`src/hdl/srd_pkg.sv`:
```
package srd_pkg;
   // Register space geometry
   localparam int          ADDR_W   = 20;
   localparam int          DATA_W   = 32;
   localparam int          NPORT    = 8;
   localparam logic [19:0] LT_LO    = 20'h00000;
   localparam logic [19:0] LT_HI    = 20'h000fc;
   localparam logic [19:0] PHY_LO   = 20'h00100;
   localparam logic [19:0] PHY_HI   = 20'h003fc;
   localparam logic [19:0] EM_LO    = 20'h01000;
   localparam logic [19:0] EM_HI    = 20'h013bc;
   localparam logic [19:0] VND_LO   = 20'h10000;
   localparam logic [19:0] VND_HI   = 20'h14ffc;
   localparam logic [19:0] SWF_LO   = 20'h1aa00;
   localparam logic [19:0] TWI_LO   = 20'h1ab00;
   localparam logic [19:0] UTIL_LO  = 20'h1ac00;
   localparam logic [19:0] GRP_SPAN = 20'h00100;
   // Per-port field register: base + port * stride, broadcast at slot 8
   localparam logic [7:0]  FLD_PAGE = 8'h10;
   localparam logic [3:0]  FLD_BC   = 4'h8;
   localparam int          DW_BIT   = 2;
   // Field layout of the per-port register
   localparam logic [31:0] M_RO     = 32'h0000000f;
   localparam logic [31:0] M_BOOT   = 32'h00000008;
   localparam logic [31:0] M_RW     = 32'h000000f0;
   localparam logic [31:0] M_W1C    = 32'h00000f00;
   localparam logic [31:0] M_W0C    = 32'h0000f000;
   localparam logic [31:0] M_W1S    = 32'h000f0000;
   localparam logic [31:0] M_RC     = 32'h00f00000;
   localparam int          LANE4X_BIT = 0;
   // Cycles the strap synchroniser needs before it is trusted
   localparam logic [1:0]  STRAP_WAIT = 2'h3;

   typedef enum logic [2:0] {
      SRD_GRP_NONE, SRD_GRP_LT, SRD_GRP_PHY, SRD_GRP_EM,
      SRD_GRP_VND, SRD_GRP_SWF, SRD_GRP_TWI, SRD_GRP_UTIL
   } srd_grp_e;

   typedef enum logic [1:0] {SRD_WAIT, SRD_BOOT, SRD_RUN} srd_boot_e;
endpackage : srd_pkg

```
`src/hdl/srd_field.sv`:
```
`timescale 1ns/100ps
`default_nettype none
module srd_field #(
   parameter int          W      = 32,
   parameter logic [31:0] RO_M   = 32'h0,
   parameter logic [31:0] BOOT_M = 32'h0,
   parameter logic [31:0] RW_M   = 32'h0,
   parameter logic [31:0] W1C_M  = 32'h0,
   parameter logic [31:0] W0C_M  = 32'h0,
   parameter logic [31:0] W1S_M  = 32'h0,
   parameter logic [31:0] RC_M   = 32'h0
) (
   input  wire logic         clk_in,
   input  wire logic         rst_n_in,
   input  wire logic         boot_in,
   input  wire logic         wr_in,
   input  wire logic         rd_in,
   input  wire logic [W-1:0] wdata_in,
   input  wire logic [W-1:0] hw_set_in,
   input  wire logic [W-1:0] hw_clr_in,
   output logic      [W-1:0] value_out,
   output logic      [W-1:0] trigger_out
);
   typedef struct packed {
      logic [W-1:0] value;
      logic [W-1:0] trigger;
   } srd_fld_s;

   srd_fld_s st;
   srd_fld_s next_st;
   logic [W-1:0] live_m;

   assign live_m = W'(RO_M & ~BOOT_M);

   // Each access type owns its own bits; sets win over clears landing in the same cycle
   always_comb begin
      next_st.trigger = wr_in ? (wdata_in & W'(W1S_M)) : '0; // RL8
      next_st.value =
         (live_m & hw_set_in)
         | (W'(BOOT_M) & ((wr_in && boot_in) ? wdata_in : st.value))       // RL2
         | (W'(RW_M) & (wr_in ? wdata_in : st.value))                       // RL1
         | (W'(W1C_M) & (wr_in ? (st.value & ~wdata_in) : st.value))        // RL6
         | (W'(W0C_M) & (wr_in ? (st.value & wdata_in) : st.value))         // RL7
         | (W'(W1S_M) & ((st.value & ~hw_clr_in) | (wr_in ? wdata_in : '0))) // RL8
         | (W'(RC_M) & (wr_in ? wdata_in : (rd_in ? '0 : st.value)))        // RL9
         | (W'(W1C_M | W0C_M | RC_M) & hw_set_in);
   end

   // Single state register
   always_ff @(posedge clk_in or negedge rst_n_in) begin
      if (!rst_n_in) begin
         st <= '0;
      end else begin
         st <= next_st;
      end
   end

   assign value_out   = st.value;
   assign trigger_out = st.trigger;
endmodule : srd_field
`default_nettype wire

```
`src/hdl/srd_decode.sv`:
```
`timescale 1ns/100ps
`default_nettype none
// What the document requires of this block and its users
// RL1 - Read/write registers stay readable and writable during the boot load; the code takes only boot-port writes then, no maintenance requests.
// RL2 - Read-only bits refuse writes during boot unless marked boot-writable.
// RL3 - After reset, boot load of registers from serial EEPROM runs first.
// RL4 - Master avoids reserved addresses; their data and effects are undefined.
// RL5 - Master writes zero into reserved fields.
// RL6 - Write-one-clear: read value, ones clear bits, zeros leave them.
// RL7 - Write-zero-clear: read value, zeros clear bits, ones leave them.
// RL8 - Write-one-set: ones set bits and trigger events, zeros do nothing.
// RL9 - Clear-on-read bits clear after being read; direct writes allowed.
// RL10 - Registers are 32-bit words at word-aligned offsets.
// RL11 - Offset bit 2 picks word 1 of the 64-bit double-word below.
// RL12 - Eight ports; even ports 1x/4x capable, odd ports 1x only.
// RL13 - Broadcast write updates that register in every powered-up port.
// RL14 - Broadcast read returns the port 0 instance.
// RL15 - Software keeps port 0 powered while using broadcast instances.
// RL16 - Offsets 0x00000-0x000fc go to logical/transport group.
// RL17 - Offsets 0x00100-0x003fc go to physical group; 0x00400-0x00ffc reserved.
// RL18 - Offsets 0x01000-0x013bc go to error management; rest to 0x0ffff reserved.
// RL19 - Offsets 0x10000-0x14ffc go to vendor and electrical group.
// RL20 - Fabric, two-wire and utility groups, 256 bytes each; above reserved.
// RL21 - High strap stops the EEPROM boot load after reset.
// RL22 - Low two offset bits ignored; reserved reads zero, writes dropped.
// RL23 - One request at a time; acknowledge carries read data or ends write.
module srd_decode
   import srd_pkg::*;
(
   input  wire logic                               clk_in,
   input  wire logic                               rst_n_in,
   input  wire logic                               load_off_strap_in,
   input  wire logic                               boot_done_in,
   output logic                                    boot_active_out,
   input  wire logic                               mnt_req_in,
   input  wire logic                               mnt_we_in,
   input  wire logic [srd_pkg::ADDR_W-1:0]         mnt_addr_in,
   input  wire logic [srd_pkg::DATA_W-1:0]         mnt_wdata_in,
   input  wire logic                               boot_req_in,
   input  wire logic [srd_pkg::ADDR_W-1:0]         boot_addr_in,
   input  wire logic [srd_pkg::DATA_W-1:0]         boot_wdata_in,
   output logic                                    ack_out,
   output logic      [srd_pkg::DATA_W-1:0]         rdata_out,
   output logic                                    grp_req_out,
   output logic                                    grp_we_out,
   output srd_pkg::srd_grp_e                       grp_sel_out,
   output logic      [srd_pkg::ADDR_W-1:0]         grp_dw_addr_out,
   output logic                                    grp_word_out,
   output logic      [srd_pkg::DATA_W-1:0]         grp_wdata_out,
   output logic                                    grp_boot_out,
   input  wire logic [srd_pkg::DATA_W-1:0]         grp_rdata_in,
   input  wire logic [srd_pkg::NPORT-1:0]          port_pwr_in,
   input  wire logic [srd_pkg::NPORT-1:0][31:0]    port_status_in,
   input  wire logic [srd_pkg::NPORT-1:0][31:0]    port_clr_in,
   output logic      [srd_pkg::NPORT-1:0][31:0]    port_field_out,
   output logic      [srd_pkg::NPORT-1:0][31:0]    port_trigger_out
);
   import srd_pkg::*;

   typedef struct packed {
      srd_boot_e           boot;
      logic [1:0]          wait_cnt;
      logic                strap_ff1;
      logic                strap_ff2;
      logic                pend;
      logic                we;
      logic [ADDR_W-1:0]   addr;
      logic [DATA_W-1:0]   wdata;
      logic                ack;
      logic [DATA_W-1:0]   rdata;
   } srd_dec_s;

   srd_dec_s st;
   srd_dec_s next_st;

   srd_grp_e              grp;
   logic                  fld_hit;
   logic                  fld_bc;
   logic [3:0]            fld_idx;
   logic [NPORT-1:0]      fld_wr;
   logic [NPORT-1:0]      fld_rd;
   logic [NPORT-1:0][31:0] fld_val;
   logic                  take;
   logic [DATA_W-1:0]     fld_rdata;

   // Group decode on the word address; low two bits never take part
   function automatic srd_grp_e grp_of(input logic [ADDR_W-1:0] a);
      logic [ADDR_W-1:0] w;
      w = {a[ADDR_W-1:2], 2'b00}; // RL22
      if (w <= LT_HI) begin
         grp_of = SRD_GRP_LT; // RL16
      end else if (w >= PHY_LO && w <= PHY_HI) begin
         grp_of = SRD_GRP_PHY; // RL17
      end else if (w >= EM_LO && w <= EM_HI) begin
         grp_of = SRD_GRP_EM; // RL18
      end else if (w >= VND_LO && w <= VND_HI) begin
         grp_of = SRD_GRP_VND; // RL19
      end else if (w >= SWF_LO && w < SWF_LO + GRP_SPAN) begin
         grp_of = SRD_GRP_SWF; // RL20
      end else if (w >= TWI_LO && w < TWI_LO + GRP_SPAN) begin
         grp_of = SRD_GRP_TWI; // RL20
      end else if (w >= UTIL_LO && w < UTIL_LO + GRP_SPAN) begin
         grp_of = SRD_GRP_UTIL; // RL20
      end else begin
         grp_of = SRD_GRP_NONE; // RL22
      end
   endfunction : grp_of

   // Decode of the pending request, which is held in flip-flops
   always_comb begin
      grp     = grp_of(st.addr);
      fld_idx = st.addr[11:8];
      fld_hit = (st.addr[19:12] == FLD_PAGE) && (st.addr[7:2] == 6'h00)
                && (fld_idx <= FLD_BC);
      fld_bc  = fld_hit && (fld_idx == FLD_BC);
   end

   // Write and read strobes of the per-port field instances
   always_comb begin
      fld_wr = '0;
      fld_rd = '0;
      if (st.pend && fld_hit && st.we) begin
         if (fld_bc) begin
            fld_wr = port_pwr_in; // RL13
         end else begin
            fld_wr[fld_idx[2:0]] = 1'b1;
         end
      end
      if (st.pend && fld_hit && !st.we) begin
         // A broadcast read is served by port 0, clear-on-read included
         fld_rd[fld_bc ? 3'h0 : fld_idx[2:0]] = 1'b1; // RL14
      end
   end

   assign fld_rdata = fld_val[fld_bc ? 3'h0 : fld_idx[2:0]]; // RL14

   // One field instance per port; the lane capability bit is fixed by parity
   for (genvar p = 0; p < NPORT; p++) begin : g_port
      logic [31:0] status;
      always_comb begin
         status = port_status_in[p];
         status[LANE4X_BIT] = (p % 2 == 0); // RL12
      end
      srd_field #(
         .W      (32),
         .RO_M   (M_RO),
         .BOOT_M (M_BOOT),
         .RW_M   (M_RW),
         .W1C_M  (M_W1C),
         .W0C_M  (M_W0C),
         .W1S_M  (M_W1S),
         .RC_M   (M_RC)
      ) u_field (
         .clk_in      (clk_in),
         .rst_n_in    (rst_n_in),
         .boot_in     (st.boot == SRD_BOOT),
         .wr_in       (fld_wr[p]),
         .rd_in       (fld_rd[p]),
         .wdata_in    (st.wdata),
         .hw_set_in   (status),
         .hw_clr_in   (port_clr_in[p]),
         .value_out   (fld_val[p]),
         .trigger_out (port_trigger_out[p])
      );
      assign port_field_out[p] = fld_val[p];
   end

   // A request is taken only when nothing is in flight; boot port owns boot time
   assign take = !st.pend && !st.ack
                 && ((st.boot == SRD_BOOT) ? boot_req_in
                    : (st.boot == SRD_RUN) ? mnt_req_in : 1'b0); // RL23

   // Next-state logic: strap sync, boot sequencing, two-stage access pipe
   always_comb begin
      next_st = st;
      next_st.strap_ff1 = load_off_strap_in;
      next_st.strap_ff2 = st.strap_ff1;
      next_st.ack = 1'b0;
      next_st.pend = take;
      unique case (st.boot)
         SRD_WAIT: begin
            // Wait for the strap to settle through the synchroniser
            next_st.wait_cnt = st.wait_cnt + 2'h1;
            if (st.wait_cnt == STRAP_WAIT) begin
               next_st.boot = st.strap_ff2 ? SRD_RUN : SRD_BOOT; // RL21
            end
         end
         SRD_BOOT: begin
            // Finish only between accesses so a boot write is never cut off
            if (boot_done_in && !st.pend && !take) begin
               next_st.boot = SRD_RUN; // RL3
            end
         end
         SRD_RUN: begin
            next_st.boot = SRD_RUN;
         end
      endcase
      if (take) begin
         if (st.boot == SRD_BOOT) begin
            next_st.we    = 1'b1;
            next_st.addr  = boot_addr_in;
            next_st.wdata = boot_wdata_in;
         end else begin
            next_st.we    = mnt_we_in;
            next_st.addr  = mnt_addr_in;
            next_st.wdata = mnt_wdata_in;
         end
      end
      if (st.pend) begin
         next_st.ack = 1'b1; // RL23
         if (st.we) begin
            next_st.rdata = st.rdata;
         end else if (fld_hit) begin
            next_st.rdata = fld_rdata;
         end else if (grp == SRD_GRP_NONE) begin
            next_st.rdata = '0; // RL22
         end else begin
            next_st.rdata = grp_rdata_in;
         end
      end
   end

   // Single state register
   always_ff @(posedge clk_in or negedge rst_n_in) begin
      if (!rst_n_in) begin
         st <= '{boot: SRD_WAIT, default: '0};
      end else begin
         st <= next_st;
      end
   end

   // Group strobe: reserved space and the local field registers never reach a group
   assign grp_req_out     = st.pend && (grp != SRD_GRP_NONE) && !fld_hit; // RL22
   assign grp_we_out      = st.we;
   assign grp_sel_out     = grp;
   // 64-bit double-word address plus word select for protocol-side groups
   assign grp_dw_addr_out = {st.addr[ADDR_W-1:3], 3'b000}; // RL11
   assign grp_word_out    = st.addr[DW_BIT]; // RL11
   assign grp_wdata_out   = st.wdata; // RL10
   assign grp_boot_out    = (st.boot == SRD_BOOT); // RL2
   assign boot_active_out = (st.boot == SRD_BOOT); // RL3
   assign ack_out         = st.ack;
   assign rdata_out       = st.rdata;
endmodule : srd_decode
`default_nettype wire

```
`config.mk`:
```
export PLATFORM = sky130hd
export DESIGN_NAME = srd_decode
export DESIGN_NICKNAME = d
export VERILOG_FILES = /design/src/hdl/srd_pkg.sv /design/src/hdl/srd_field.sv /design/src/hdl/srd_decode.sv
export SDC_FILE = /design/constraint.sdc
export NUM_CORES = 1
export LEC_CHECK = 0
export ABC_CLOCK_PERIOD_IN_PS = 6620
export BUFFER_PORTS_ARGS = -buffer_cell sky130_fd_sc_hd__buf_2
export CAP_MARGIN = 20
export CORE_AREA = 2 2 500 502
export DETAILED_ROUTE_END_ITERATION = 10
export DIE_AREA = 0 0 502 504
export GPL_TIMING_DRIVEN = 1
export SYNTH_ARGS = -nofsm -noshare
export SYNTH_HDL_FRONTEND = slang
export SYNTH_SLANG_ARGS = --single-unit
```
`constraint.sdc`:
```
create_clock -name clk_in -period 6.62 [get_ports clk_in]
set_clock_uncertainty 0.2 [all_clocks]
set_input_delay 1.324 -clock clk_in [delete_from_list [all_inputs] [get_ports clk_in]]
set_output_delay 1.324 -clock clk_in [all_outputs]
set_load 0.1 [all_outputs]
```
==> impl_metrics.csv <==
group,metric,value,unit
cells_and_area,utilization,9.617,%
power_and_ir_drop,power_density,393.1,nW/um^2
synthesis,ys_ff_latch,308,
clock_network,clkLatencyLatePin,0.62,ns
worst_setup_path,crit_path_max_fanout,34,
synthesis,synth_xor_area_share,0.05183,%
worst_setup_path,critPathSlowestCell,"dfrtp_4",
place,io_buffers,600,
timing,tns,0,ns
floorplan,dieWidth,502,um
place,dpl.hpwl,110400,um
worst_setup_path,required,5.10,ns
global_routing,grt_pass1_wl,156100,um
timing,drv_slew,0,
floorplan,start_util,6.827,%
clock_network,post_cts_resized,0,
worst_setup_path,r2r_cells,7,
synthesis,synth_top_family_by_area,"buffers and inverters",
route,routed_wl,126600,um
worst_setup_path,slowest_delay,0.85,ns
synthesis,synth_compound_area_share,13.42,%
run,cap_viol_max_count,0,
worst_setup_path,crit_chain,"or3b_1, a311oi_1, nand2_1, a31oi_1, buf_2",
floorplan,die_y,504,um
synthesis,synth_area,16900,sq um
power_and_ir_drop,vdd_drop_max,0.3532,mV
place,globalplace.congestion,0.7938,
route,drtAntennaViolNets,0,
route,vias,14320,
worst_setup_path,critPathLaunch,"grp_dw_addr_out[9]",
place,dp_slack,2.174,ns
clock_network,cts.sinks,308,
cells_and_area,nets,2791,
worst_setup_path,arrival,3.54,ns
clock_network,numCtsBuffers,38,
clock_network,hold_buffers,0,
timing,tightest_slew,1.086,ns
timing,relSlewSlack,27.63,%
timing,rsz0062_at_grt,"false",
synthesis,synthSimpleGateAreaFrac,8.775,%
floorplan,placeableCoreArea,247500,sq um
worst_setup_path,path_class,"flip-flop to output pin",
cells_and_area,area_delta_synth_final,40.87,%
timing,finalSetupViolCount,0,
synthesis,async_flop_share,100.0,%
global_routing,grt_overflow,0,
route,drt-initial-drc-count,900,
synthesis,synth_edf_count,0,
worst_setup_path,worst_setup_path_start_kind,"flip-flop",
timing,fmax,197.3,MHz
route,viasPerCell,2.598,
timing,finalHoldViolCount,0,
clock_network,cts_root_buffer,"clkbuf_16",
synthesis,synthMuxAreaShare,11.63,%
cells_and_area,drive_gt1_share,37.14,%
synthesis,synth.yosys.warnings,0,
worst_setup_path,critPathCaptureType,"output pin",
synthesis,synth-seq-area-share,45.61,%
route,first_pass_iters,7,
synthesis,synth_area_leaders,"dfrtp_1, buf_4, mux4_2, a21o_1, mux2i_1",
clock_network,postCtsSetupRepairBufs,0,
timing,fin_crit,5.068,ns
synthesis,synth_cell_types,57,
floorplan,die-area,253000,sq um
clock_network,cts_tree,"done",
synthesis,ys.flop_type,"dfrtp_1",
worst_setup_path,r2r-start,"grp_dw_addr_out[3]",
hold_path,min_path_type,"flip-flop to flip-flop",
hold_path,hold_path_depth,0,
floorplan,fp-row-count,183,
hold_path,holdCritStartpoint,"next_st[87]",
status,status,"finished, final reports clean",
synthesis,synth_cells,1608,
global_routing,grt_pass1_vias,13430,
clock_network,h-tree-depth,2,
route,wl_per_cell,22.98,um
clock_network,clk_pin_slew_worst_paths,0.06,ns
synthesis,synth_fa_ha_area_share,0.2962,%
timing,hold_ws,0.1625,ns
global_routing,grt.total_usage,9.666,%
synthesis,yosysTopAreaCellShare,45.61,%
timing,layout_setup_ws,1.552,ns
power_and_ir_drop,p_leak,0.01014,uW
global_routing,antenna_found_initial,108,
floorplan,pin_count,1268,
route,drc,0,
global_routing,grt_max_degree,135,
timing,final.period_utilization,76.55,%
synthesis,synth_area_leader_cell,"dfrtp_1",
synthesis,avgSynthCellArea,10.51,sq um
clock_network,clock_tree.buffer_depth,3,
[stage by stage]
stage | std cells | total power, uW | instance area, sq um
6_report | 5511 | 9358 | 23800
5_1_grt | 5506 | 9763 | 23790
4_1_cts | 5483 | 9572 | 23730
3_5_place_dp | 5413 | 7241 | 22410
3_3_place_gp | 5411 | 7193 | 22400
2_1_floorplan | 1902 | 6135 | 18000
[report_power, final]
part           internal, uW  total [uW]  switching [uW]
clock network          1280        2280             999
logic                   676        4370            3690
registers              2120        2710             598
total                  4070        9360            5290
[sequential cells by signal, summed over array words and instances, names as in the netlist, 6 cells and up]
register                    flops
grp_wdata_out                  32
g_port.u_field.trigger_out     32
g_port.u_field.value_out      185
rdata_out                      32
grp_dw_addr_out                17
st                              6
[Yosys cell counts, types with 2 or more instances]
cell       number
a22oi_1        24
or3_1           8
a211o_1        28
and2_1         39
buf_1          12
o21ai_0        38
dfrtp_1       308
nand2b_1        6
mux2_2         14
a22o_1          8
nand3_1        49
nor4_1          6
ha_1            4
or3b_2          2
a31oi_1         3
nor3_2          2
a2111oi_4       7
mux4_2         46
nor2_1         56
mux2_1         24
a21oi_1        84
o21ai_1        28
o211ai_1        3
buf_2          15
nand2_1       125
buf_4         380
nand3b_1        3
mux2i_1        50
inv_1          64
conb_1          2
a21o_1         93
nor3_1          2
clkbuf_1       51
[layer usage]
metal | vias up | global-route usage [%] | part of all wire (%)
met5 | - | 0 | 0.48
met4 | 96 | 4.347 | 4.9
met3 | 260 | 6.650 | 16
met2 | 1032 | 16.56 | 48
li1 | 5914 | - | -
met1 | 7016 | 8.668 | 30
[layout make-up]
cell class                 count  area [sq um]
tap                         3330          4167
inverter                      65         244.0
antenna                       27         67.56
sequential                   308          7716
fill                       28550        223700
multi-input combinational   1071          6967
timing repair buffer         640          3323
clock buffer                  49          1064
clock inverter                21         256.5
[worst max-delay path: cells and delay by family (launching register included)]
kind / cells / cell delay, ns
and+or+nand+nor: 2 / 0.65
buffers and inverters: 1 / 0.54
AOI/OAI and AO/OA: 2 / 0.87
DFF: 1 / 0.85
[cells in the final DEF (no fill, tap or decap), drive strengths merged, types with 4 or more instances in the layout]
| cell | synthesis | layout |
|---|---|---|
| ha | 4 | 4 |
| diode | 0 | 27 |
| a21oi | 84 | 84 |
| nand2 | 125 | 125 |
| clkinv | 1 | 9 |
| a22oi | 24 | 24 |
| buf | 407 | 639 |
| and2 | 39 | 39 |
| inv | 64 | 68 |
| dfrtp | 308 | 308 |
| conb | 2 | 296 |
| clkinvlp | 0 | 6 |
| a211o | 28 | 28 |
| nor3 | 4 | 4 |
| mux4 | 46 | 46 |
| nand2b | 6 | 6 |
| nor4 | 7 | 7 |
| or3 | 8 | 8 |
| nor2 | 56 | 56 |
| o21ai | 66 | 66 |
| clkbuf | 51 | 49 |
| a22o | 8 | 8 |
| mux2 | 38 | 38 |
| nand3 | 49 | 49 |
| mux2i | 50 | 50 |
| a2111oi | 7 | 7 |
| a21o | 93 | 93 |
[final timing paths]
check / endpoint / slack [ns]
setup / recovery: grp_sel_out[0] / 1.55
setup reg to reg: g_port[4].u_field.value_out[3] / 2.81
hold reg to reg: st[87] / 0.16
max in group asynchronous: g_port[5].u_field.value_out[12] / 4.13
min in group asynchronous: grp_word_out / 0.55
hold / removal: st[87] / 0.16
[kinds of logic after synthesis]
group	count (synthesis)
simple gates	309
flops	308
buf+inv	523
other cells	2
compound gates	327
mux	134
xor+xnor	1
fa+ha+maj	4
Power figures use the tool's default switching activity.
